--- config.mk ---
export PLATFORM = sky130hd
export DESIGN_NAME = sync_serial_port
export DESIGN_NICKNAME = d
export VERILOG_FILES = /design/src/include/sync_serial_pkg.sv /design/src/hdl/sync_serial_port.sv /design/src/hdl/pin_sync.sv /design/src/hdl/baud_tick.sv
export SDC_FILE = /design/constraint.sdc
export NUM_CORES = 1
export LEC_CHECK = 0
export ABC_AREA = 1
export CAP_MARGIN = 20
export CORE_MARGIN = 2
export CORE_UTILIZATION = 60
export CTS_CLUSTER_DIAMETER = 100
export DETAILED_ROUTE_END_ITERATION = 7
export DONT_BUFFER_PORTS = 1
export HOLD_SLACK_MARGIN = 0.15
export PLACE_DENSITY = 0.77
export SLEW_MARGIN = 0
export SYNTH_ARGS = -nofsm -noshare
export SYNTH_HDL_FRONTEND = slang
export SYNTH_SLANG_ARGS = --single-unit
--- constraint.sdc ---
create_clock -name aclk -period 2.6 [get_ports aclk]
set_clock_uncertainty 0.1 [all_clocks]
set_input_delay 0.52 -clock aclk [delete_from_list [all_inputs] [get_ports aclk]]
set_output_delay 0.52 -clock aclk [all_outputs]
set_load 0.005 [all_outputs]
--- src/include/sync_serial_pkg.sv ---
// constants, register map and types of the synchronous serial port
// Functional notes
// - Transmit and receive never run together; one blocks the other.
// - Sync select, transmit control bit 4, puts the port in synchronous mode.
// - Port enable, receive control bit 7, gives both pins to the serial link.
// - Clock source select, transmit control bit 7, makes us master driving the clock.
// - A data bit leaves on a rising clock edge and holds across the falling edge.
// - Clearing transmit enable aborts and resets the transmitter; data floats, and the clock floats unless a master receive is requested.
// - Receive enable during transmit aborts it; data floats, master clock stays driven.
// - After a single word interrupts transmit, single receive clears and transmit resumes.
// - Master receive runs on single or continuous enable, sampling on falling edges.
// - Single receive takes one word; continuous runs until cleared and wins.
// - Each received word raises receive complete and, if enabled, an interrupt.
// - With clock source clear we are slave, shifting on the external clock.
// - In slave transmit a second word waits buffered; buffer empty stays low.
// - Buffer empty is set while transmit enabled and buffer empty; only a load or clearing transmit enable clears it.
// - Transmit idle clears on a move to the shifter and sets at word end.
// - Receive buffer holds two words; a third sets overrun and blocks until toggled.
package sync_serial_pkg;

    localparam int ADDR_WIDTH = 8;
    localparam logic [7:0] ADDR_TX_CTRL = 8'h00;
    localparam logic [7:0] ADDR_RX_CTRL = 8'h04;
    localparam logic [7:0] ADDR_BAUD = 8'h08;
    localparam logic [7:0] ADDR_TX_BUF = 8'h0C;
    localparam logic [7:0] ADDR_RX_BUF = 8'h10;
    localparam logic [7:0] ADDR_INT_CTRL = 8'h14;

    localparam int TX_CLOCK_SOURCE_SELECT = 7;
    localparam int TX_NINE = 6;
    localparam int TX_EN = 5;
    localparam int TX_SYNC = 4;
    localparam int TX_IDLE = 1;
    localparam int TX_NINTH = 0;
    localparam int RX_PORT_ENABLE = 7;
    localparam int RX_NINE = 6;
    localparam int RX_SINGLE_RECEIVE_ENABLE = 5;
    localparam int RX_CONTINUOUS_RECEIVE_ENABLE = 4;
    localparam int RX_OVERRUN_ERROR = 1;
    localparam int RX_NINTH = 0;
    localparam int INT_TX_BUFFER_EMPTY_FLAG = 0;
    localparam int INT_RX_COMPLETE_FLAG = 1;
    localparam int INT_TX_INTERRUPT_ENABLE = 2;
    localparam int INT_RX_INTERRUPT_ENABLE = 3;

    localparam logic [7:0] TX_CTRL_WMASK = 8'hF1;
    localparam logic [7:0] RX_CTRL_WMASK = 8'hF0;
    localparam logic [7:0] TX_CTRL_RESET = 8'h00;
    localparam logic [7:0] RX_CTRL_RESET = 8'h00;
    localparam logic [7:0] BAUD_RESET = 8'h00;
    localparam logic [1:0] INT_RESET = 2'h0;

    localparam logic [3:0] BITS_EIGHT = 4'h8;
    localparam logic [3:0] BITS_NINE = 4'h9;
    localparam logic [1:0] RX_DEPTH = 2'h2;

    localparam logic [1:0] RESP_OKAY = 2'h0;
    localparam logic [1:0] RESP_SLVERR = 2'h2;

    typedef enum logic [1:0] {
        LINK_IDLE = 2'b00,
        LINK_TX = 2'b01,
        LINK_RX = 2'b10
    } link_state_t;

endpackage

--- src/hdl/sync_serial_port.sv ---
// synchronous half-duplex serial port with an AXI4-Lite register slave
//
// The AXI4-Lite slave port and the register addresses were left to the implementer.
`timescale 1ns/1ps
module sync_serial_port
    import sync_serial_pkg::*;
#(
    parameter int DIV_WIDTH = 8
) (
    // clock and reset
    input wire logic aclk,
    input wire logic aresetn,
    // axi4-lite write address and data
    input wire logic awvalid,
    output logic awready,
    input wire logic [ADDR_WIDTH-1:0] awaddr,
    input wire logic [2:0] awprot,
    input wire logic wvalid,
    output logic wready,
    input wire logic [31:0] wdata,
    input wire logic [3:0] wstrb,
    // axi4-lite write response
    output logic bvalid,
    input wire logic bready,
    output logic [1:0] bresp,
    // axi4-lite read
    input wire logic arvalid,
    output logic arready,
    input wire logic [ADDR_WIDTH-1:0] araddr,
    input wire logic [2:0] arprot,
    output logic rvalid,
    input wire logic rready,
    output logic [31:0] rdata,
    output logic [1:0] rresp,
    // serial clock line
    input wire logic serial_clock_line_in,
    output logic serial_clock_line_out,
    output logic serial_clock_line_oe_n,
    // serial data line
    input wire logic serial_data_line_in,
    output logic serial_data_line_out,
    output logic serial_data_line_oe_n,
    // interrupt requests
    output logic tx_irq,
    output logic rx_irq
);

    logic [7:0] tx_ctrl;
    logic [7:0] rx_ctrl;
    logic [DIV_WIDTH-1:0] baud_divisor;
    logic tx_interrupt_enable;
    logic rx_interrupt_enable;
    logic tx_idle_status;
    logic overrun_error;

    logic clock_source_select;
    logic transmit_enable;
    logic port_enable;
    logic single_receive_enable;
    logic continuous_receive_enable;
    logic port_on;
    logic rx_request;
    logic rx_go;
    assign clock_source_select = tx_ctrl[TX_CLOCK_SOURCE_SELECT];
    assign transmit_enable = tx_ctrl[TX_EN];
    assign port_enable = rx_ctrl[RX_PORT_ENABLE];
    assign single_receive_enable = rx_ctrl[RX_SINGLE_RECEIVE_ENABLE];
    assign continuous_receive_enable = rx_ctrl[RX_CONTINUOUS_RECEIVE_ENABLE];
    assign port_on = tx_ctrl[TX_SYNC] && port_enable;
    // single receive means nothing to a slave
    assign rx_request = continuous_receive_enable || (single_receive_enable && clock_source_select);
    assign rx_go = port_on && rx_request && !overrun_error;

    // bus slave
    logic aw_held;
    logic w_held;
    logic [ADDR_WIDTH-1:0] aw_addr;
    logic [7:0] w_byte;
    logic w_lane;
    logic do_write;
    logic do_read;
    logic [31:0] read_word;
    logic read_hit;
    logic write_hit;

    assign awready = !aw_held && !bvalid;
    assign wready = !w_held && !bvalid;
    assign arready = !rvalid;
    assign do_write = aw_held && w_held && !bvalid;
    assign do_read = arvalid && arready;

    always_ff @(posedge aclk) begin
        if (!aresetn) begin
            aw_held <= 1'b0;
            aw_addr <= '0;
        end else if (awvalid && awready) begin
            aw_held <= 1'b1;
            aw_addr <= awaddr;
        end else if (do_write) begin
            aw_held <= 1'b0;
        end
    end

    always_ff @(posedge aclk) begin
        if (!aresetn) begin
            w_held <= 1'b0;
            w_byte <= 8'h00;
            w_lane <= 1'b0;
        end else if (wvalid && wready) begin
            w_held <= 1'b1;
            w_byte <= wdata[7:0];
            w_lane <= wstrb[0];
        end else if (do_write) begin
            w_held <= 1'b0;
        end
    end

    always_comb begin
        write_hit = (aw_addr == ADDR_TX_CTRL) || (aw_addr == ADDR_RX_CTRL) || (aw_addr == ADDR_BAUD)
            || (aw_addr == ADDR_TX_BUF) || (aw_addr == ADDR_RX_BUF) || (aw_addr == ADDR_INT_CTRL);
    end

    always_ff @(posedge aclk) begin
        if (!aresetn) begin
            bvalid <= 1'b0;
            bresp <= RESP_OKAY;
        end else if (do_write) begin
            bvalid <= 1'b1;
            bresp <= write_hit ? RESP_OKAY : RESP_SLVERR;
        end else if (bready) begin
            bvalid <= 1'b0;
        end
    end

    logic wr_en;
    assign wr_en = do_write && w_lane;

    // receive buffer, two words deep
    logic [8:0] rx_buffer [0:1];
    logic rx_head;
    logic [1:0] rx_count;
    logic rx_push;
    logic rx_pop;
    logic [8:0] rx_word;
    assign rx_pop = do_read && (araddr == ADDR_RX_BUF) && (rx_count != 2'h0);

    always_comb begin
        read_hit = 1'b1;
        read_word = 32'h0000_0000;
        case (araddr)
            ADDR_TX_CTRL: read_word[7:0] = {tx_ctrl[7:2], tx_idle_status, tx_ctrl[0]};
            ADDR_RX_CTRL: read_word[7:0] = {rx_ctrl[7:2], overrun_error, rx_buffer[rx_head][8]};
            ADDR_BAUD: read_word[DIV_WIDTH-1:0] = baud_divisor;
            ADDR_TX_BUF: read_word = 32'h0000_0000;
            ADDR_RX_BUF: read_word[7:0] = rx_buffer[rx_head][7:0];
            ADDR_INT_CTRL: read_word[3:0] = {rx_interrupt_enable, tx_interrupt_enable, rx_irq_flag(rx_count),
                tx_buffer_empty_flag_c()};
            default: read_hit = 1'b0;
        endcase
    end

    always_ff @(posedge aclk) begin
        if (!aresetn) begin
            rvalid <= 1'b0;
            rdata <= 32'h0000_0000;
            rresp <= RESP_OKAY;
        end else if (do_read) begin
            rvalid <= 1'b1;
            rdata <= read_word;
            rresp <= read_hit ? RESP_OKAY : RESP_SLVERR;
        end else if (rready) begin
            rvalid <= 1'b0;
        end
    end

    // transmit buffer
    logic [8:0] tx_buffer;
    logic tx_buffer_full;
    logic tx_buffer_empty_flag;
    logic [8:0] tx_shift_register;
    logic tsr_full;
    logic tx_move;
    logic tx_done;
    assign tx_buffer_empty_flag = transmit_enable && !tx_buffer_full;
    assign tx_move = transmit_enable && tx_buffer_full && !tsr_full;

    function automatic logic rx_irq_flag(input logic [1:0] cnt);
        return cnt != 2'h0;
    endfunction
    function automatic logic tx_buffer_empty_flag_c();
        return tx_buffer_empty_flag;
    endfunction

    always_ff @(posedge aclk) begin
        if (!aresetn) begin
            tx_ctrl <= TX_CTRL_RESET;
            baud_divisor <= BAUD_RESET[DIV_WIDTH-1:0];
            {rx_interrupt_enable, tx_interrupt_enable} <= INT_RESET;
        end else if (wr_en) begin
            if (aw_addr == ADDR_TX_CTRL) begin
                tx_ctrl <= w_byte & TX_CTRL_WMASK;
            end
            if (aw_addr == ADDR_BAUD) begin
                baud_divisor <= w_byte[DIV_WIDTH-1:0];
            end
            if (aw_addr == ADDR_INT_CTRL) begin
                rx_interrupt_enable <= w_byte[INT_RX_INTERRUPT_ENABLE];
                tx_interrupt_enable <= w_byte[INT_TX_INTERRUPT_ENABLE];
            end
        end
    end

    // a load while the buffer is still full is dropped so no queued word is lost
    always_ff @(posedge aclk) begin
        if (!aresetn) begin
            tx_buffer <= 9'h000;
            tx_buffer_full <= 1'b0;
        end else if (tx_move) begin
            tx_buffer_full <= 1'b0;
        end else if (wr_en && aw_addr == ADDR_TX_BUF && !tx_buffer_full) begin
            tx_buffer <= {tx_ctrl[TX_NINTH], w_byte};
            tx_buffer_full <= 1'b1;
        end
    end

    // link state and serial clock
    link_state_t state;
    link_state_t next_state;
    logic clock_run;
    logic tick;
    logic master_clock;
    logic rise_ev;
    logic fall_ev;
    logic [1:0] pin_level;
    logic ext_clock_prev;
    logic [3:0] word_bits;
    logic [3:0] tx_count;
    logic [3:0] rx_count_bits;
    logic [8:0] rx_shift;
    logic [8:0] next_rx_shift;
    logic serial_bit;

    assign clock_run = port_on && clock_source_select && (state != LINK_IDLE);

    baud_tick #(
        .DIV_WIDTH(DIV_WIDTH)
    ) u_baud (
        .aclk(aclk),
        .aresetn(aresetn),
        .run(clock_run),
        .divisor(baud_divisor),
        .tick(tick)
    );

    pin_sync #(
        .WIDTH(2)
    ) u_pins (
        .aclk(aclk),
        .aresetn(aresetn),
        .pin_in({serial_data_line_in, serial_clock_line_in}),
        .level(pin_level)
    );

    // master clock idles low, so each word starts with a rising edge
    always_ff @(posedge aclk) begin
        if (!aresetn || !clock_run) begin
            master_clock <= 1'b0;
        end else if (tick) begin
            master_clock <= !master_clock;
        end
    end

    always_ff @(posedge aclk) begin
        if (!aresetn) begin
            ext_clock_prev <= 1'b0;
        end else begin
            ext_clock_prev <= pin_level[0];
        end
    end

    always_comb begin
        if (clock_source_select) begin
            rise_ev = clock_run && tick && !master_clock;
            fall_ev = clock_run && tick && master_clock;
        end else begin
            rise_ev = port_on && pin_level[0] && !ext_clock_prev;
            fall_ev = port_on && !pin_level[0] && ext_clock_prev;
        end
    end

    assign word_bits = tx_ctrl[TX_NINE] ? BITS_NINE : BITS_EIGHT;
    assign tx_done = (state == LINK_TX) && fall_ev && (tx_count == word_bits - 4'h1);

    // receive wins the link; a paused transmit keeps its place
    always_comb begin
        next_state = state;
        case (state)
            LINK_IDLE: begin
                if (rx_go) begin
                    next_state = LINK_RX;
                end else if (tsr_full && transmit_enable && port_on) begin
                    next_state = LINK_TX;
                end
            end
            LINK_TX: begin
                if (!transmit_enable || !port_on || tx_done) begin
                    next_state = LINK_IDLE;
                end else if (rx_go) begin
                    next_state = LINK_RX;
                end
            end
            LINK_RX: begin
                if (!rx_go) begin
                    next_state = LINK_IDLE;
                end
            end
            default: next_state = LINK_IDLE;
        endcase
    end

    always_ff @(posedge aclk) begin
        if (!aresetn) begin
            state <= LINK_IDLE;
        end else begin
            state <= next_state;
        end
    end

    // transmit shifter
    always_ff @(posedge aclk) begin
        if (!aresetn) begin
            tx_shift_register <= 9'h000;
            tsr_full <= 1'b0;
            tx_count <= 4'h0;
            tx_idle_status <= 1'b1;
            serial_bit <= 1'b1;
        end else if (!transmit_enable) begin
            tsr_full <= 1'b0;
            tx_count <= 4'h0;
            tx_idle_status <= 1'b1;
        end else if (tx_move) begin
            tx_shift_register <= tx_buffer;
            tsr_full <= 1'b1;
            tx_count <= 4'h0;
            tx_idle_status <= 1'b0;
        end else if (state == LINK_TX) begin
            if (rise_ev) begin
                serial_bit <= tx_shift_register[0];
                tx_shift_register <= {1'b0, tx_shift_register[8:1]};
            end
            if (fall_ev) begin
                tx_count <= tx_count + 4'h1;
            end
            if (tx_done) begin
                tsr_full <= 1'b0;
                tx_idle_status <= 1'b1;
            end
        end
    end

    // receive shifter, sampling on falling edges
    assign next_rx_shift = {pin_level[1], rx_shift[8:1]};
    assign rx_push = (state == LINK_RX) && rx_go && fall_ev
        && (rx_count_bits == (rx_ctrl[RX_NINE] ? BITS_NINE : BITS_EIGHT) - 4'h1);
    assign rx_word = rx_ctrl[RX_NINE] ? next_rx_shift : {1'b0, next_rx_shift[8:1]};

    always_ff @(posedge aclk) begin
        if (!aresetn || state != LINK_RX) begin
            rx_shift <= 9'h000;
            rx_count_bits <= 4'h0;
        end else if (rx_push) begin
            rx_count_bits <= 4'h0;
        end else if (fall_ev) begin
            rx_shift <= next_rx_shift;
            rx_count_bits <= rx_count_bits + 4'h1;
        end
    end

    always_ff @(posedge aclk) begin
        if (!aresetn) begin
            rx_head <= 1'b0;
            rx_count <= 2'h0;
            rx_buffer[0] <= 9'h000;
            rx_buffer[1] <= 9'h000;
        end else begin
            if (rx_push && rx_count != RX_DEPTH) begin
                rx_buffer[rx_head ^ rx_count[0]] <= rx_word;
            end
            if (rx_pop) begin
                rx_head <= !rx_head;
            end
            if (rx_push && rx_count != RX_DEPTH && !rx_pop) begin
                rx_count <= rx_count + 2'h1;
            end else if (rx_pop && !(rx_push && rx_count != RX_DEPTH)) begin
                rx_count <= rx_count - 2'h1;
            end
        end
    end

    // software writes first, hardware clear of single receive and overrun set after
    always_ff @(posedge aclk) begin
        if (!aresetn) begin
            rx_ctrl <= RX_CTRL_RESET;
            overrun_error <= 1'b0;
        end else begin
            if (wr_en && aw_addr == ADDR_RX_CTRL) begin
                rx_ctrl <= w_byte & RX_CTRL_WMASK;
            end
            if (!continuous_receive_enable) begin
                overrun_error <= 1'b0;
            end
            if (rx_push && !continuous_receive_enable) begin
                rx_ctrl[RX_SINGLE_RECEIVE_ENABLE] <= 1'b0;
            end
            if (rx_push && rx_count == RX_DEPTH) begin
                overrun_error <= 1'b1;
            end
        end
    end

    // pins: data floats whenever receive is requested, clock drives only as master
    assign serial_data_line_oe_n = !(port_on && transmit_enable && !rx_request);
    assign serial_clock_line_oe_n = !(port_on && clock_source_select
        && (transmit_enable || rx_request));
    assign serial_data_line_out = serial_bit;
    assign serial_clock_line_out = master_clock;

    assign tx_irq = tx_buffer_empty_flag && tx_interrupt_enable;
    assign rx_irq = (rx_count != 2'h0) && rx_interrupt_enable;
endmodule // sync_serial_port

--- src/hdl/pin_sync.sv ---
// three-stage synchroniser with agreement filter for pin inputs
`timescale 1ns/1ps
module pin_sync #(
    parameter int WIDTH = 2
) (
    // clock and reset
    input wire logic aclk,
    input wire logic aresetn,
    // pins and filtered levels
    input wire logic [WIDTH-1:0] pin_in,
    output logic [WIDTH-1:0] level
);
    logic [WIDTH-1:0] stage1;
    logic [WIDTH-1:0] stage2;
    logic [WIDTH-1:0] stage3;

    // stage1 feeds stage2 only; a change counts once stage2 and stage3 agree
    always_ff @(posedge aclk) begin
        if (!aresetn) begin
            stage1 <= '0;
            stage2 <= '0;
            stage3 <= '0;
            level <= '0;
        end else begin
            stage1 <= pin_in;
            stage2 <= stage1;
            stage3 <= stage2;
            level <= (~(stage2 ^ stage3) & stage3) | ((stage2 ^ stage3) & level);
        end
    end
endmodule // pin_sync

--- src/hdl/baud_tick.sv ---
// half-period tick generator for the master serial clock
`timescale 1ns/1ps
module baud_tick #(
    parameter int DIV_WIDTH = 8
) (
    // clock and reset
    input wire logic aclk,
    input wire logic aresetn,
    // control
    input wire logic run,
    input wire logic [DIV_WIDTH-1:0] divisor,
    // one pulse every divisor+1 cycles while running
    output logic tick
);
    logic [DIV_WIDTH-1:0] count;

    assign tick = run && (count == divisor);

    // restarting from zero keeps the first half period full length
    always_ff @(posedge aclk) begin
        if (!aresetn || !run || tick) begin
            count <= '0;
        end else begin
            count <= count + 1'b1;
        end
    end
endmodule // baud_tick

# Yosys cells after proc, flatten, opt, wreduce, memory -nomap -nowiden
# Memories as Yosys holds them, arrays and structs flattened. A register that Yosys moved wholly into a read port is not among the register bits.
# Cells that the tools add are included.
# W data, S select, Z words.
dict set report word_totals {
  reg_bits 115
  ramBits 18
  out_inout_bits 47
  memories 1
}
dict set report op_classes {
  addsub 7
  n_eq_ne 22
  n_mux 45
  bitwise 10
  n_reduce_logical 110
}
# memory depth word_bits read_ports rd_ports_with_merged_regs wr line
set memory_table {}
lappend memory_table {rx_buffer 2 9 1 1 2 sync_serial_port.sv:139} ;# logic [8:0] rx_buffer [0:1];
# cell count
set ops {}
lappend ops {{$logic_and A1 B1 Y1} 47}
lappend ops {{$mux W9} 5}
lappend ops {{$eq A8 B4 Y1 const B} 4}
lappend ops {{$eq A8 B5 Y1 const B} 4}
lappend ops {{$mux W1} 28}
lappend ops {{$logic_not A1 Y1} 21}
lappend ops {{$pmux W4 S5} 1}
lappend ops {{$reduce_bool A2 Y1} 10}
lappend ops {{$mux W2} 9}
lappend ops {{$eq A8 B3 Y1 const B} 2}
lappend ops {{$logic_not A8 Y1} 2}
lappend ops {{$pmux W4 S4} 1}
lappend ops {{$reduce_and A2 Y1} 8}
lappend ops {{$logic_or A1 B1 Y1} 12}
lappend ops {{$reduce_or A9 Y1} 1}
lappend ops {{$add A4 B1 Y4 const B} 2}
lappend ops {{$add A8 B1 Y8 const B} 1}
lappend ops {{$eq A4 B4 Y1} 2}
lappend ops {{$eq A8 B8 Y1} 1}
lappend ops {{$sub A4 B1 Y4 const B} 2}
lappend ops {{$ne A2 B2 Y1 const B} 3}
lappend ops {{$pmux W2 S3} 1}
lappend ops {{$reduce_and A3 Y1} 2}
lappend ops {{$reduce_or A2 Y1} 3}
lappend ops {{other kinds (17)} 22}

# Depth between registers and ports, before layout
# Gate-level depths: netlist of the first run.
dict set report depth {
  ltp_word 15
  depth_mapped 15
  mapped_depth_nobuf 15
}

# Modules after synthesis
# Synthesis of the first run repeated with hierarchy kept, for this count alone.
dict set report unflattened {
  cells_unflattened 829
  hier_area_um2 6122.1
}
# module n_inst cells_per_inst area_each_um2 seq_area_each_um2
set modules_own_cells {}
lappend modules_own_cells {sync_serial_port 1 719 5361.4 2482.4}
lappend modules_own_cells {baud_tick 1 84 528.0 160.2}
lappend modules_own_cells {pin_sync 1 26 232.7 160.2}

# Worst setup path after synthesis of the first run
# OpenSTA, ideal clock, no wires.
dict set report synth_timing {
  path_kind {input port to flip-flop}
  start {input araddr[1]}
  end {register rx_count[1]}
  setup_ps 122
  arrival_ps 1967
  required_ps 2378
  slack_ps 411
  path_stages 11
  n_path_buf 0
  cell_sequence {nor2_1 nand2_1 nor2_1 nand2_1 inv_1 nand3_1 ha_1 a21oi_1 o21ai_0 o21ai_0 a21oi_1}
}
dict set report synth_via {
  elab_chain_cells 6
  elab_cells_between_ends 8
  cone_classes {eq/ne (1); mux (1); reduce/logical (6)}
}
# element line
set synth_rtl {}
lappend synth_rtl {{start, declared} sync_serial_port.sv:29} ;# input wire logic [ADDR_WIDTH-1:0] araddr,
lappend synth_rtl {{$eq A8 B5 Y1 (*)} sync_serial_port.sv:145} ;# assign rx_pop = do_read && (araddr == ADDR_RX_BUF) && (rx_count != 2'h0);
lappend synth_rtl {{$logic_and A1 B1 Y1 (*) (2 in a row)} sync_serial_port.sv:145}
lappend synth_rtl {{$logic_not A1 Y1} sync_serial_port.sv:392} ;# if (rx_push && rx_count != RX_DEPTH && !rx_pop) begin
lappend synth_rtl {{$logic_and A1 B1 Y1} sync_serial_port.sv:392}
lappend synth_rtl {{$mux W2 or $reduce_bool A2 Y1 (tied branches)} n/a}
lappend synth_rtl {{end signal, assigned} sync_serial_port.sv:393} ;# rx_count <= rx_count + 2'h1;
lappend synth_rtl {{end signal, assigned} sync_serial_port.sv:395} ;# rx_count <= rx_count - 2'h1;
lappend synth_rtl {{end, declared} sync_serial_port.sv:141} ;# logic [1:0] rx_count;
# Mark *: on every way between the ends. The rest lies on a longest branch, timed or not.
# A chain may end at the register's enable or synchronous reset.

==> results by stage, run 1 <==
Layout:
- The post-layout net count is 873.
- The repair_antennas step left the layout with diodes totalling 0.
- The number of fill cells in the layout is 758.
- With fillers left out, the area of the finished cells amounts to 7003 um2.
- The layout cell share with drive strength beyond 1 is 0.1129.
- The post-layout utilization of the core is 0.7132.
- From synthesis to final layout, the design area changed by 14.90%.

Setup path:
- The cell that appears most often on the critical path is sky130_fd_sc_hd__nand3_4.
- Among all stages on the critical path, the largest delay is contributed by sky130_fd_sc_hd__dfxtp_1.
- The required time of the critical path is 2.68 ns.
- The maximum fanout along the worst path is 9.
- The family of cells with the greatest summed delay on the critical path is simple AND/OR/NAND/NOR gates.
- At the worst endpoint, the arrival time is 2.49 ns.
- The largest single stage delay on the critical path is 0.34 ns.
- The buffer and inverter count on the worst path is 2.
- The signal on the critical path passes through nand2_2 > inv_2 > nand2_1 > nor2_2 > nand2_2 > nor2_4 > nand3_4 > nand2_4 > nand3_4 > nor2_8 > buf_12 > nand3_4 > nand2_1.
- The critical path capture point type is a register.
- The kind of launch point of the worst setup path is a register.
- The critical path is of the register to register type.

Placed design:
- The number of buffers inserted by port buffering is 0.
- The congestion estimate from routability-driven global placement came to 0.8593.
- Prior to clock tree synthesis, the placed netlist has a worst setup slack of 0.1978 ns.
- The HPWL after detailed placement is 9771 um.
- The cell area reported after detailed placement is 6115 um2.

GRT:
- The met1 usage in global routing is 0.3259.
- The global routing usage on met3 is 0.06176.
- The initial antenna violation count is 0.
- The number of global-route vias before repair is 4,965.
- The first-pass GRT wire length is 23,470 um.
- In the global route stage, met2 resource usage came out at 0.4638.
- The sum of overflow across all layers after global routing is 0.
- In this run the most used layer during global routing was met2.
- Entering global routing, the biggest net connects 50 pins.
- Across every metal layer, demand over resource in global routing totals 0.2707.

Pwr:
- The power density of the placed cells is 690.9 nW/um2.
- The cell leakage power is 2.701 nW.
- The largest voltage drop on the vdd net is 595.3 uV.

Detailed routing:
- The length of the first detailed-routing pass in iterations is 6.
- The routed layout has 5,126 vias.
- Summed over all layers, the routed wires come to 14,250 um.
- The DRC violation total after the first TritonRoute iteration is 356.
- Dividing the detail-routed via count by the number of cells gives 5.407.
- Dividing the detail-routed wire length by the instance count gives 15.03 um.
- The count of nets left with antenna violations after detail routing is 0.
- In the routed design, unresolved DRC markers number 0.

Logic synthesis:
- The synthesized netlist occupies a cell area of 6095 um2.
- The number of enable-type register cells in the synthesized netlist is 18.
- The most used flip-flop cell after synthesis is sky130_fd_sc_hd__dfxtp_1.
- The total of warnings raised by yosys is 0.
- After technology mapping, the gate count stands at 771.
- Counting flops and latches in the post-synthesis netlist gives 131.
- Synthesis instantiated 56 different standard cells from the library.
- Of the synthesized area, sequential elements account for 0.4599.
- Averaged over all synthesized cells, the footprint is 7.905 um2.
- The async set or reset register ratio after synthesis is 0.

STA:
- The time the worst path needs with I/O delays and setup is 2.403 ns.
- In this run the tightest slew margin relative to its limit is 0.5994.
- Setup repair after global routing left no endpoint under its margin.
- The hold violation count in the final report is 0.
- Of the available clock period, the critical path in the final layout requires 0.9242.
- The sum of negative setup slack is 0 ns.
- The maximum clock frequency is 416.2 MHz.
- Setup violations remaining at the end of the flow were counted as 0.
- The final max-slew violation count is 0.
- The transition time of the tightest slew-check pin is 0.6002 ns.
- The worst path meets setup with 0.1970 ns of slack.

Clocking:
- In this run the deepest clock path goes through 2 buffers.
- The total number of H-tree levels is 4.
- The root buffer cell is sky130_fd_sc_hd__clkbuf_8.
- After clock tree synthesis, the clock-pin slew on the worst setup and hold paths is 0.06 ns.
- For the worst-skew pair, the clock arrives at the later sink with an insertion delay of 0.53 ns.
- Counting every sink on the clock net gives 131.
- TritonCTS built the clock tree.
- The number of buffers created by CTS is 17.

Floorplanning:
- The die footprint is 10,980 um2.
- The placeable core region is 9819 um2.
- The floorplan step set the die height to 104.8 um.
- The number of rows in the core area is 36.
- The initial utilization of the core area, before any placement, comes to 0.6207.
- 114 I/O pins were placed.
- From left edge to right edge, the die measures 104.8 um.

Status:
- The run finished with clean final reports.

Worst hold path:
- In this run the worst hold path is classified as input pin to register.

Run:
- The total of max-cap violations is 0.
[area by class of cell]
cell class,instances,area [um2],area share
Clock inverter,11,145.1,0.02073
Clock buffer,21,480.5,0.06861
Tap cell,133,166.4,0.02376
Multi-Input combinational cell,517,2696,0.3850
Sequential cell,131,2803,0.4002
Timing Repair Buffer,34,332.8,0.04753
Inverter,101,379.1,0.05414
[per-layer routing]
layer,up-vias,share of wire
li1,2547,-
met1,2406,0.42
met2,150,0.50
met3,23,0.056
met4,0,0.019
met5,-,0
[registers in the layout, summed over array words and instances, names as in the netlist, 8 cells and up, named ones only]
signal,flops
baud_divisor,8
aw_addr,8
tx_shift_register,9
rx_shift,8
tx_buffer,9
u_baud.count,8
rx_buffer,18
w_byte,8
rdata,8
[cells in the mapped netlist (6+ instances only)]
master / n / area [um2]
sky130_fd_sc_hd__buf_4: 26 / 195.2
sky130_fd_sc_hd__nor3_1: 10 / 50.05
sky130_fd_sc_hd__a211oi_1: 16 / 120.1
sky130_fd_sc_hd__a21oi_1: 77 / 385.4
sky130_fd_sc_hd__nor2_2: 6 / 37.54
sky130_fd_sc_hd__dfxtp_1: 113 / 2262
sky130_fd_sc_hd__nand3_1: 23 / 115.1
sky130_fd_sc_hd__edfxtp_1: 18 / 540.5
sky130_fd_sc_hd__inv_2: 6 / 22.52
sky130_fd_sc_hd__nand2_1: 130 / 488.0
sky130_fd_sc_hd__clkbuf_1: 16 / 60.06
sky130_fd_sc_hd__nor2_1: 92 / 345.3
sky130_fd_sc_hd__inv_1: 93 / 349.1
sky130_fd_sc_hd__xor2_1: 6 / 52.55
sky130_fd_sc_hd__o21ai_0: 57 / 285.3
[path summary, 6_finish.rpt]
kind	startpoint	to	slack (ns)	cells after the start
setup / recovery	tx_ctrl[4]	rx_buffer[0][4]	0.20	13
hold / removal	araddr[3]	rresp[1]	0.20	3
setup reg to reg	tx_ctrl[4]	rx_buffer[0][4]	0.20	13
hold reg to reg	u_pins.stage1[0]	u_pins.stage2[0]	0.31	2
[repair_timing]
action	CTS	global route
endpoints found under the hold margin	53	0
endpoints found under the setup margin	0	10
gates resized for setup	0	2
setup buffers	0	2
hold buffers	22	0
[cells by family after synthesis]
logic type	Yosys count	synth area share
and+or+nand+nor	296	0.2303
AOI/OAI and AO/OA	181	0.1727
buffers and inverters	148	0.1139
DFF	131	0.4599
xor gates and xnor gates	10	0.01437
adders and majority gates	4	0.008212
other	1	0.0006153
[worst register-to-register path, delay by kind of cell, from the launching register on]
kind	cells	cell delay, ns
buffers and inverters	2	0.18
and+or+nand+nor	11	1.44
DFF	1	0.34
[where the power goes]
part | internal [mW] | switching [mW] | total [mW]
registers | 2.10 | 0.0322 | 2.14
clock network | 1.60 | 0.899 | 2.50
logic | 0.0676 | 0.137 | 0.205
[per-stage QoR]
step                power [mW]  std cells  hold slack (ns)
detailed placement       2.340        892           0.3010
finish                   4.839        948           0.1953
CTS                      4.850        946           0.1702
global route             4.971        948           0.1930
global placement         2.331        892           0.2927
floorplan                2.332        796           0.2905
[placed cells by master (no fill, tap or decap), drive strengths merged]
master	instances
a2111oi	1
a211oi	17
a21oi	81
a221o	1
a221oi	1
and3	1
buf	13
bufinv	3
clkbuf	21
clkinv	6
clkinvlp	1
conb	26
dfxtp	113
dlygate4sd3	21
edfxtp	18
ha	4
inv	102
nand2	137
nand3	30
nand3b	1
nand4	4
nor2	101
nor3	13
nor3b	3
nor4	3
o211ai	3
o21a	2
o21ai	63
o21bai	1
o22ai	4
o311ai	1
o31ai	4
o32ai	1
o41ai	1
or2	3
xnor2	4
xor2	6
Power figures use the tool's default switching activity.
==> run 2, diff against run 1 <==
--- a/config.mk
+++ b/config.mk
@@ -6,12 +6,12 @@
 export NUM_CORES = 1
 export LEC_CHECK = 0
 export ABC_AREA = 1
+export BUFFER_PORTS_ARGS = -buffer_cell sky130_fd_sc_hd__buf_4
 export CAP_MARGIN = 20
 export CORE_MARGIN = 2
-export CORE_UTILIZATION = 60
+export CORE_UTILIZATION = 50
 export CTS_CLUSTER_DIAMETER = 100
 export DETAILED_ROUTE_END_ITERATION = 7
-export DONT_BUFFER_PORTS = 1
 export HOLD_SLACK_MARGIN = 0.15
 export PLACE_DENSITY = 0.77
 export SLEW_MARGIN = 0
==> constraint.sdc (replaced) <==
create_clock -name aclk -period 2.2 [get_ports aclk]
set_clock_uncertainty 0.1 [all_clocks]
set_input_delay 0.44 -clock aclk [delete_from_list [all_inputs] [get_ports aclk]]
set_output_delay 0.44 -clock aclk [all_outputs]
set_load 0.005 [all_outputs]
==> run 2 against run 1 <==
  * Global-route usage fell by 4.6 points
  * Total power rose by 16%
  * Largest cell class unchanged
  * Setup slack got worse by 0.077 ns
  * Critical path depth fell by 9
  * Cell count rose by 8.3%
==> results by stage, run 2 (synthesized netlist as in run 1, its figures left out) <==
STA:
- The tightest slew margin relative to the limit is 0.5610 (-0.03836).
- The hold slack is 0.1633 ns (-0.03195 ns).
- The final worst-path cycle share is 0.9456.
- Counting I/O delays and the setup requirement, the final critical path takes 2.080 ns.
- The transition time of the tightest slew-check pin is 0.6568 ns (+0.05662 ns).
- The final max-slew violation count came to 0 (unchanged).
- The sum of negative setup slack is 0 ns (unchanged).
- The count of endpoints failing setup in the final report was 0 (unchanged).
- The maximum clock frequency is 480.7 MHz.
- The hold violation count in the final report was 0 (unchanged).

Clocking:
- The number of buffers created by CTS was 17 (unchanged).
- The number of sinks on the clock net is 131 (unchanged).
- The root buffer cell is sky130_fd_sc_hd__clkbuf_16.
- TritonCTS built the clock tree.
- The clock latency at the later pin of the worst-skew pair is 0.42 ns (-0.11 ns).
- The buffer depth of the longest clock path is 2 (unchanged).
- The clock transition at the registers of the reported paths is 0.06 ns (about the same).
- The total number of H-tree levels is 4 (unchanged).

Setup path:
- The maximum fanout along the worst path was 7 (-2).
- The required time of the critical path is 1.66 ns (-1.02 ns).
- The path depth of the worst reg2reg path is 15 (+2).
- The endpoint identified for the worst register-to-register timing path is rx_count[1].
- The setup slack of the worst register-to-register path is 0.12 ns (-0.08 ns).
- The reg-to-reg critical path startpoint is u_baud.count[6].
- The kind of launch point of the worst setup path is a register.
- The path type of the worst setup path is register to output port.
- STA classifies the critical path endpoint as an output port.
- The critical path data arrival time was 1.54 ns (-0.95 ns).

GRT:
- The initial antenna violation count is 0 (unchanged).
- The sum of overflow across all layers after global routing is 0 (unchanged).
- The first-pass GRT wire length is 22,810 um (-2.8%).
- The global-route total usage across every layer was 0.2251 (-0.04563).
- The number of global-route vias before repair is 4,856 (-2.2%).
- The maximum number of pins on one net before global-route repair was 36 (-28%).

Layout:
- The number of flip-flops in the largest register was 18 (unchanged).
- The library cells used most frequently in the layout, excluding fill and tap cells, are sky130_fd_sc_hd__nand2_1 (128), sky130_fd_sc_hd__dfxtp_1 (102), sky130_fd_sc_hd__buf_4 (94).
- rx_buffer holds more flip-flops than any other register.
- The post-layout utilization of the core was 0.6230 (-0.09016).
- The number of fill cells in the layout is 1,054 (+39%).
- The library cell used most frequently in the layout, excluding fill and tap cells, is sky130_fd_sc_hd__nand2_1.
- In the final layout, the registers with the most flip-flops are rx_buffer (18), tx_buffer (9), tx_shift_register (9).
- The antenna diode instance count is 0 (unchanged).
- The layout cell share with drive strength beyond 1 is 0.2102 (+0.09734).
- Relative to the synthesized area, the layout overhead comes to 22.27%.
- The post-layout net count is 938 (+7.4%).

Worst hold path:
- The cell depth of the worst hold path came to 3 (unchanged).
- In this run the most critical hold path is launched from awaddr[6].
- The class of the tightest hold or removal check is input pin to register.
- The worst hold endpoint is aw_addr[6].

Detailed routing:
- The routed via count divided by cell count is 5.121 (-5.3%).
- The length of the first detailed-routing pass in iterations is 5 (-1).
- The length of routed met2 wiring was 6647 um (-7.5%).
- The total wire length is 14,020 um (-1.6%).
- The top layer reached by signal wires is met4.
- The routed length on met3 is 703 um (-11%).
- The remaining design rule violation count is 0 (unchanged).
- The DRC violation total after the first TritonRoute iteration is 386 (+8.4%).
- The total number of vias is 5,259 (+2.6%).
- The met1 wire length was 6365 um (+6.2%).
- The count of nets left with antenna violations after detail routing came to 0 (unchanged).
- The wire length per cell is 13.65 um (-9.2%).

Pwr:
- The power density of the placed cells is 755.7 nW/um2 (+9.4%).
- The largest voltage drop on the vdd net was 480.1 uV (-19%).
- The cell leakage power came to 3.017 nW (+12%).
- The total design power is 5.631 mW (+16%).

Status:
- The flow ran to the end, and the final reports show no timing, DRC or antenna violations.

Floorplanning:
- The initial standard-cell utilization of the core is 0.5095 (-0.1111).
- The count of boundary I/O pins was 114 (unchanged).
- The vertical extent of the die came to 114.4 um (+9.2%).
- The placeable core region is 11,960 um2 (+22%).
- The x dimension of the die is 114.4 um (+9.2%).
- The number of rows in the core area is 40 (+11%).
- The die footprint was 13,090 um2 (+19%).

Placed design:
- The number of buffers inserted by port buffering is 54 (+54).
- The HPWL after detailed placement is 10,210 um (+4.5%).
- The placer congestion estimate was 0.8729 (+1.6%).

Run:
- The total of max-cap violations is 0 (unchanged).
run 2: routing by layer:
layer,vias up,GRT usage
met5,-,0
met4,0,0.1008
met3,20,0.04817
met2,151,0.3653
met1,2416,0.2884
li1,2672,-
run 2: critical path, stage by stage (launching register included):
cell                       delay (ns)
sky130_fd_sc_hd__dfxtp_2         0.41
sky130_fd_sc_hd__inv_2           0.11
sky130_fd_sc_hd__nor2_2          0.22
sky130_fd_sc_hd__o211ai_1        0.19
sky130_fd_sc_hd__buf_4           0.18
run 2: layout make-up:
type	count	area (um2)	share of cell area
Sequential cell	131	2816	0.3779
Multi-Input combinational cell	517	2703	0.3627
Inverter	101	381.6	0.05121
Clock inverter	14	162.7	0.02183
Timing Repair Buffer	99	775.7	0.1041
Clock buffer	18	429.2	0.05759
Tap cell	147	183.9	0.02468
run 2: power by group:
group	switching, mW	internal [mW]
registers	0.0355	2.49
clock network	1.05	1.77
logic	0.174	0.116
total	1.26	4.37
run 2: what timing repair did:
action,CTS,global route
resized for setup,4,14
buffers inserted,3,0
endpoints found under the hold margin,3,0
pin swaps,2,4
hold buffers,3,0
setup endpoints to repair,2,25
run 2: worst max path at each step:
stage	cells after the start	startpoint	slack [ns]	to
final	4	tx_ctrl[5]	0.12	serial_data_line_oe_n
after global routing	15	u_baud.count[6]	-0.01	rx_count[1]
after CTS	4	tx_ctrl[5]	0.01	serial_data_line_oe_n
after detailed placement	15	rx_ctrl[7]	-0.04	rx_count[1]
after global placement	15	rx_ctrl[7]	0.01	rx_count[1]
after floorplan	15	rx_ctrl[7]	0.05	rx_count[1]
run 2: metrics by stage:
step	instances	worst slack [ns]	instance area (um2)
after floorplan	796	0.04751	6188
after global placement	989	0.01403	6768
after detailed placement	989	-0.03787	6768
after CTS	1027	0.01341	7430
after global routing	1027	-0.01162	7452
final	1027	0.1197	7452
==> run 3, diff against run 2 <==
--- a/config.mk
+++ b/config.mk
@@ -8,6 +8,7 @@
 export ABC_AREA = 1
 export BUFFER_PORTS_ARGS = -buffer_cell sky130_fd_sc_hd__buf_4
 export CAP_MARGIN = 20
+export CORE_ASPECT_RATIO = 1.2
 export CORE_MARGIN = 2
 export CORE_UTILIZATION = 50
 export CTS_CLUSTER_DIAMETER = 100
==> run 3 against run 2 <==
  * Global-route usage down 1.1 points
  * Worst hold slack better by 0.0085 ns
  * Core utilization down 0.43 points
  * Sequential share of layout area up 0.17 points
  * Critical path depth up 10
  * Register-to-register slack got worse by 0.08 ns
  * Cell count up 0.49%
  * Clock power down 8.2%
  * First-iteration DRC count down 38%
  * Setup slack worse by 0.078 ns
  * Maximum frequency decreased by 3.6%
  * Sequential cell count stayed put
  * Critical endpoint is now rx_buffer[1][7]
  * Largest cell class unchanged
  * Highest routed layer unchanged
==> results by stage, run 3 (synthesized netlist as in run 1, its figures left out) <==
Detailed routing:
- The routed via count divided by cell count was 5.037 (-1.6%).
- The total number of vias is 5,198 (-1.2%).
- The count of nets left with antenna violations after detail routing is 0 (unchanged).
- The DRC violation total after the first TritonRoute iteration was 238 (-38%).
- The length of the first detailed-routing pass in iterations is 5 (unchanged).
- The wire length per cell is 13.37 um (-2.1%).
- The remaining design rule violation count came to 0 (unchanged).
- The total wire length is 13,800 um (-1.6%).

Clocking:
- The root buffer cell is sky130_fd_sc_hd__clkbuf_16.
- The number of buffers created by CTS is 17 (unchanged).
- The buffer depth of the longest clock path is 2 (unchanged).
- The clock latency at the later pin of the worst-skew pair came to 0.42 ns (about the same).
- The clock transition at the registers of the reported paths is 0.05 ns (about the same).
- The number of sinks on the clock net was 131 (unchanged).
- The total number of H-tree levels is 4 (unchanged).
- The CTS tree is done.

Pwr:
- The cell leakage power is 2.970 nW (-1.5%).
- The power density of the placed cells was 727.8 nW/um2 (-3.7%).
- The largest voltage drop on the vdd net is 449.5 uV (-6.4%).

STA:
- Setup repair after global routing could not meet its margin everywhere.
- The hold slack is 0.1719 ns (+0.008512 ns).
- The count of endpoints failing setup in the final report is 0 (unchanged).
- The time the worst path needs with I/O delays and setup is 2.159 ns (+0.07822 ns).
- The worst setup slack after layout was 0.04149 ns (-0.07822 ns).
- The hold violation count in the final report was 0 (unchanged).
- The transition time of the tightest slew-check pin came to 0.6138 ns (-0.04305 ns).
- The final worst-path cycle share is 0.9811 (+0.03555).
- The final max-slew violation count was 0 (unchanged).
- The tightest slew margin relative to the limit came to 0.5904 (+0.02931).
- The maximum clock frequency is 463.3 MHz (-3.6%).

GRT:
- The sum of overflow across all layers after global routing is 0 (unchanged).
- The global-route total usage across every layer was 0.2139 (-0.01116).
- The first-pass GRT wire length is 22,380 um (-1.9%).
- The maximum number of pins on one net before global-route repair is 29 (-19%).
- The number of global-route vias before repair is 4,780 (-1.6%).
- The initial antenna violation count is 0 (unchanged).

Setup path:
- The critical path capture point type is a register.
- The worst stage delay on the critical path is 0.33 ns (-0.08 ns).
- The critical path goes through inv_1 > nand2_1 > nand2_1 > nor2_2 > nand2_2 > nor2_4 > nand3_4 > nand2_4 > nand3_4 > nor2_8 > buf_4 > nand3b_4 > nand2_2 > buf_12.
- Broken down by cell family, the worst path's largest delay share belongs to simple AND/OR/NAND/NOR gates.
- The critical-path cell with the highest stage delay is sky130_fd_sc_hd__dfxtp_2.
- The buffer and inverter count on the worst path is 3 (+1).
- The required time of the critical path is 2.23 ns (+0.57 ns).
- The worst setup path is launched from a register.
- The worst setup path is of the register to register kind.
- The critical path data arrival time is 2.19 ns (+0.65 ns).
- The maximum fanout along the worst path is 9 (+2).

Floorplanning:
- The x dimension of the die was 104.8 um (-8.4%).
- The vertical extent of the die is 124.9 um (+9.2%).
- The die footprint was 13,090 um2 (about the same).
- The initial standard-cell utilization of the core is 0.5078 (-0.001700).
- The number of rows in the core area came to 44 (+10%).
- The placeable core region came to 12,000 um2 (+0.33%).
- The count of boundary I/O pins was 114 (unchanged).

Layout:
- The number of flip-flops in the largest register came to 18 (unchanged).
- The layout cell share with drive strength beyond 1 was 0.2135 (+0.003320).
- The final instance count without filler cells is 1,032 (+0.49%).
- The post-layout utilization of the core is 0.6187 (-0.004268).
- The most common cell after layout, fill and taps aside is sky130_fd_sc_hd__nand2_1.
- The post-layout net count was 931 (-0.75%).
- The largest registers in the layout are rx_buffer (18), tx_buffer (9), tx_shift_register (9).
- The antenna diode instance count is 0 (unchanged).
- The top cell types in the final layout, fill and taps aside, are sky130_fd_sc_hd__nand2_1 (125), sky130_fd_sc_hd__dfxtp_1 (102), sky130_fd_sc_hd__inv_1 (92).
- The synthesis-to-layout area growth is 21.84%.
- The largest register by flop count is rx_buffer.

Worst hold path:
- In this run the worst hold path is classified as input pin to register.

Placed design:
- The number of buffers inserted by port buffering is 54 (unchanged).
- The placer congestion estimate is 0.9391 (+7.6%).
- The post-place setup slack came to 0.007594 ns (+0.04547 ns).
- The cell count after placement is 998 (+0.91%).
- The HPWL after detailed placement is 9732 um (-4.7%).

Run:
- The total of max-cap violations was 0 (unchanged).

Status:
- The flow ran to the end, and the final reports show no timing, DRC or antenna violations.
==> run 3: repair_timing <==
item	CTS	global route
endpoints found under the setup margin	2	38
setup buffers	0	2
cloned	0	0
gates resized for setup	5	29
pin swaps	1	10
hold buffers	2	0
endpoints found under the hold margin	2	0
==> run 3: through the flow <==
step	cell area [um2]	setup TNS (ns)	power (mW)
2_1_floorplan	6188	0	2.756
3_3_place_gp	6760	0	2.853
3_5_place_dp	6760	0	2.859
4_1_cts	7330	0	5.437
5_1_grt	7426	-0.8809	5.591
6_report	7426	0	5.404
==> run 3: path summary, 6_finish.rpt <==
check	start	end	slack (ns)	depth (start not counted)
worst max-delay path	u_baud.count[4]	rx_buffer[1][7]	0.04	14
worst min register to register	u_pins.stage1[0]	u_pins.stage2[0]	0.31	2
worst min-delay path	bready	bvalid	0.17	4
worst max register to register	u_baud.count[4]	rx_buffer[1][7]	0.04	14
==> run 3: report_power, final <==
group / switching, mW / leakage, nW / internal [mW]
Combinational: 0.173 / 1.61 / 0.119
Clock: 0.964 / 0.269 / 1.62
Sequential: 0.0367 / 1.09 / 2.49
==> run 3: per-layer routing <==
layer  track usage  wire length (um)  vias to the layer above
li1              -                 -                     2665
met5             0                 0                        -
met3       0.05005               667                       28
met4       0.09412               341                        0
met1        0.2646              5900                     2370
met2        0.3556              6885                      135
==> run 3: cell type report <==
| type | count | area, um2 |
|---|---|---|
| inverter | 101 | 381.6 |
| tap | 161 | 201.4 |
| timing repair buffer | 92 | 720.7 |
| clock inverter | 6 | 55.05 |
| clock buffer | 24 | 483.0 |
| sequential | 131 | 2819 |
| multi-input combinational | 517 | 2765 |
| fill | 1068 | 4576 |
==> run 3: worst register-to-register path: stages, from the launching register on <==
cell                       delay [ns]
sky130_fd_sc_hd__dfxtp_2         0.33
sky130_fd_sc_hd__inv_1           0.07
sky130_fd_sc_hd__nand2_1         0.06
sky130_fd_sc_hd__nand2_1         0.06
sky130_fd_sc_hd__nor2_2          0.13
sky130_fd_sc_hd__nand2_2         0.09
sky130_fd_sc_hd__nor2_4          0.14
sky130_fd_sc_hd__nand3_4         0.10
sky130_fd_sc_hd__nand2_4         0.10
sky130_fd_sc_hd__nand3_4         0.10
sky130_fd_sc_hd__nor2_8          0.15
sky130_fd_sc_hd__buf_4           0.14
sky130_fd_sc_hd__nand3b_4        0.08
sky130_fd_sc_hd__nand2_2         0.09
sky130_fd_sc_hd__buf_12          0.13
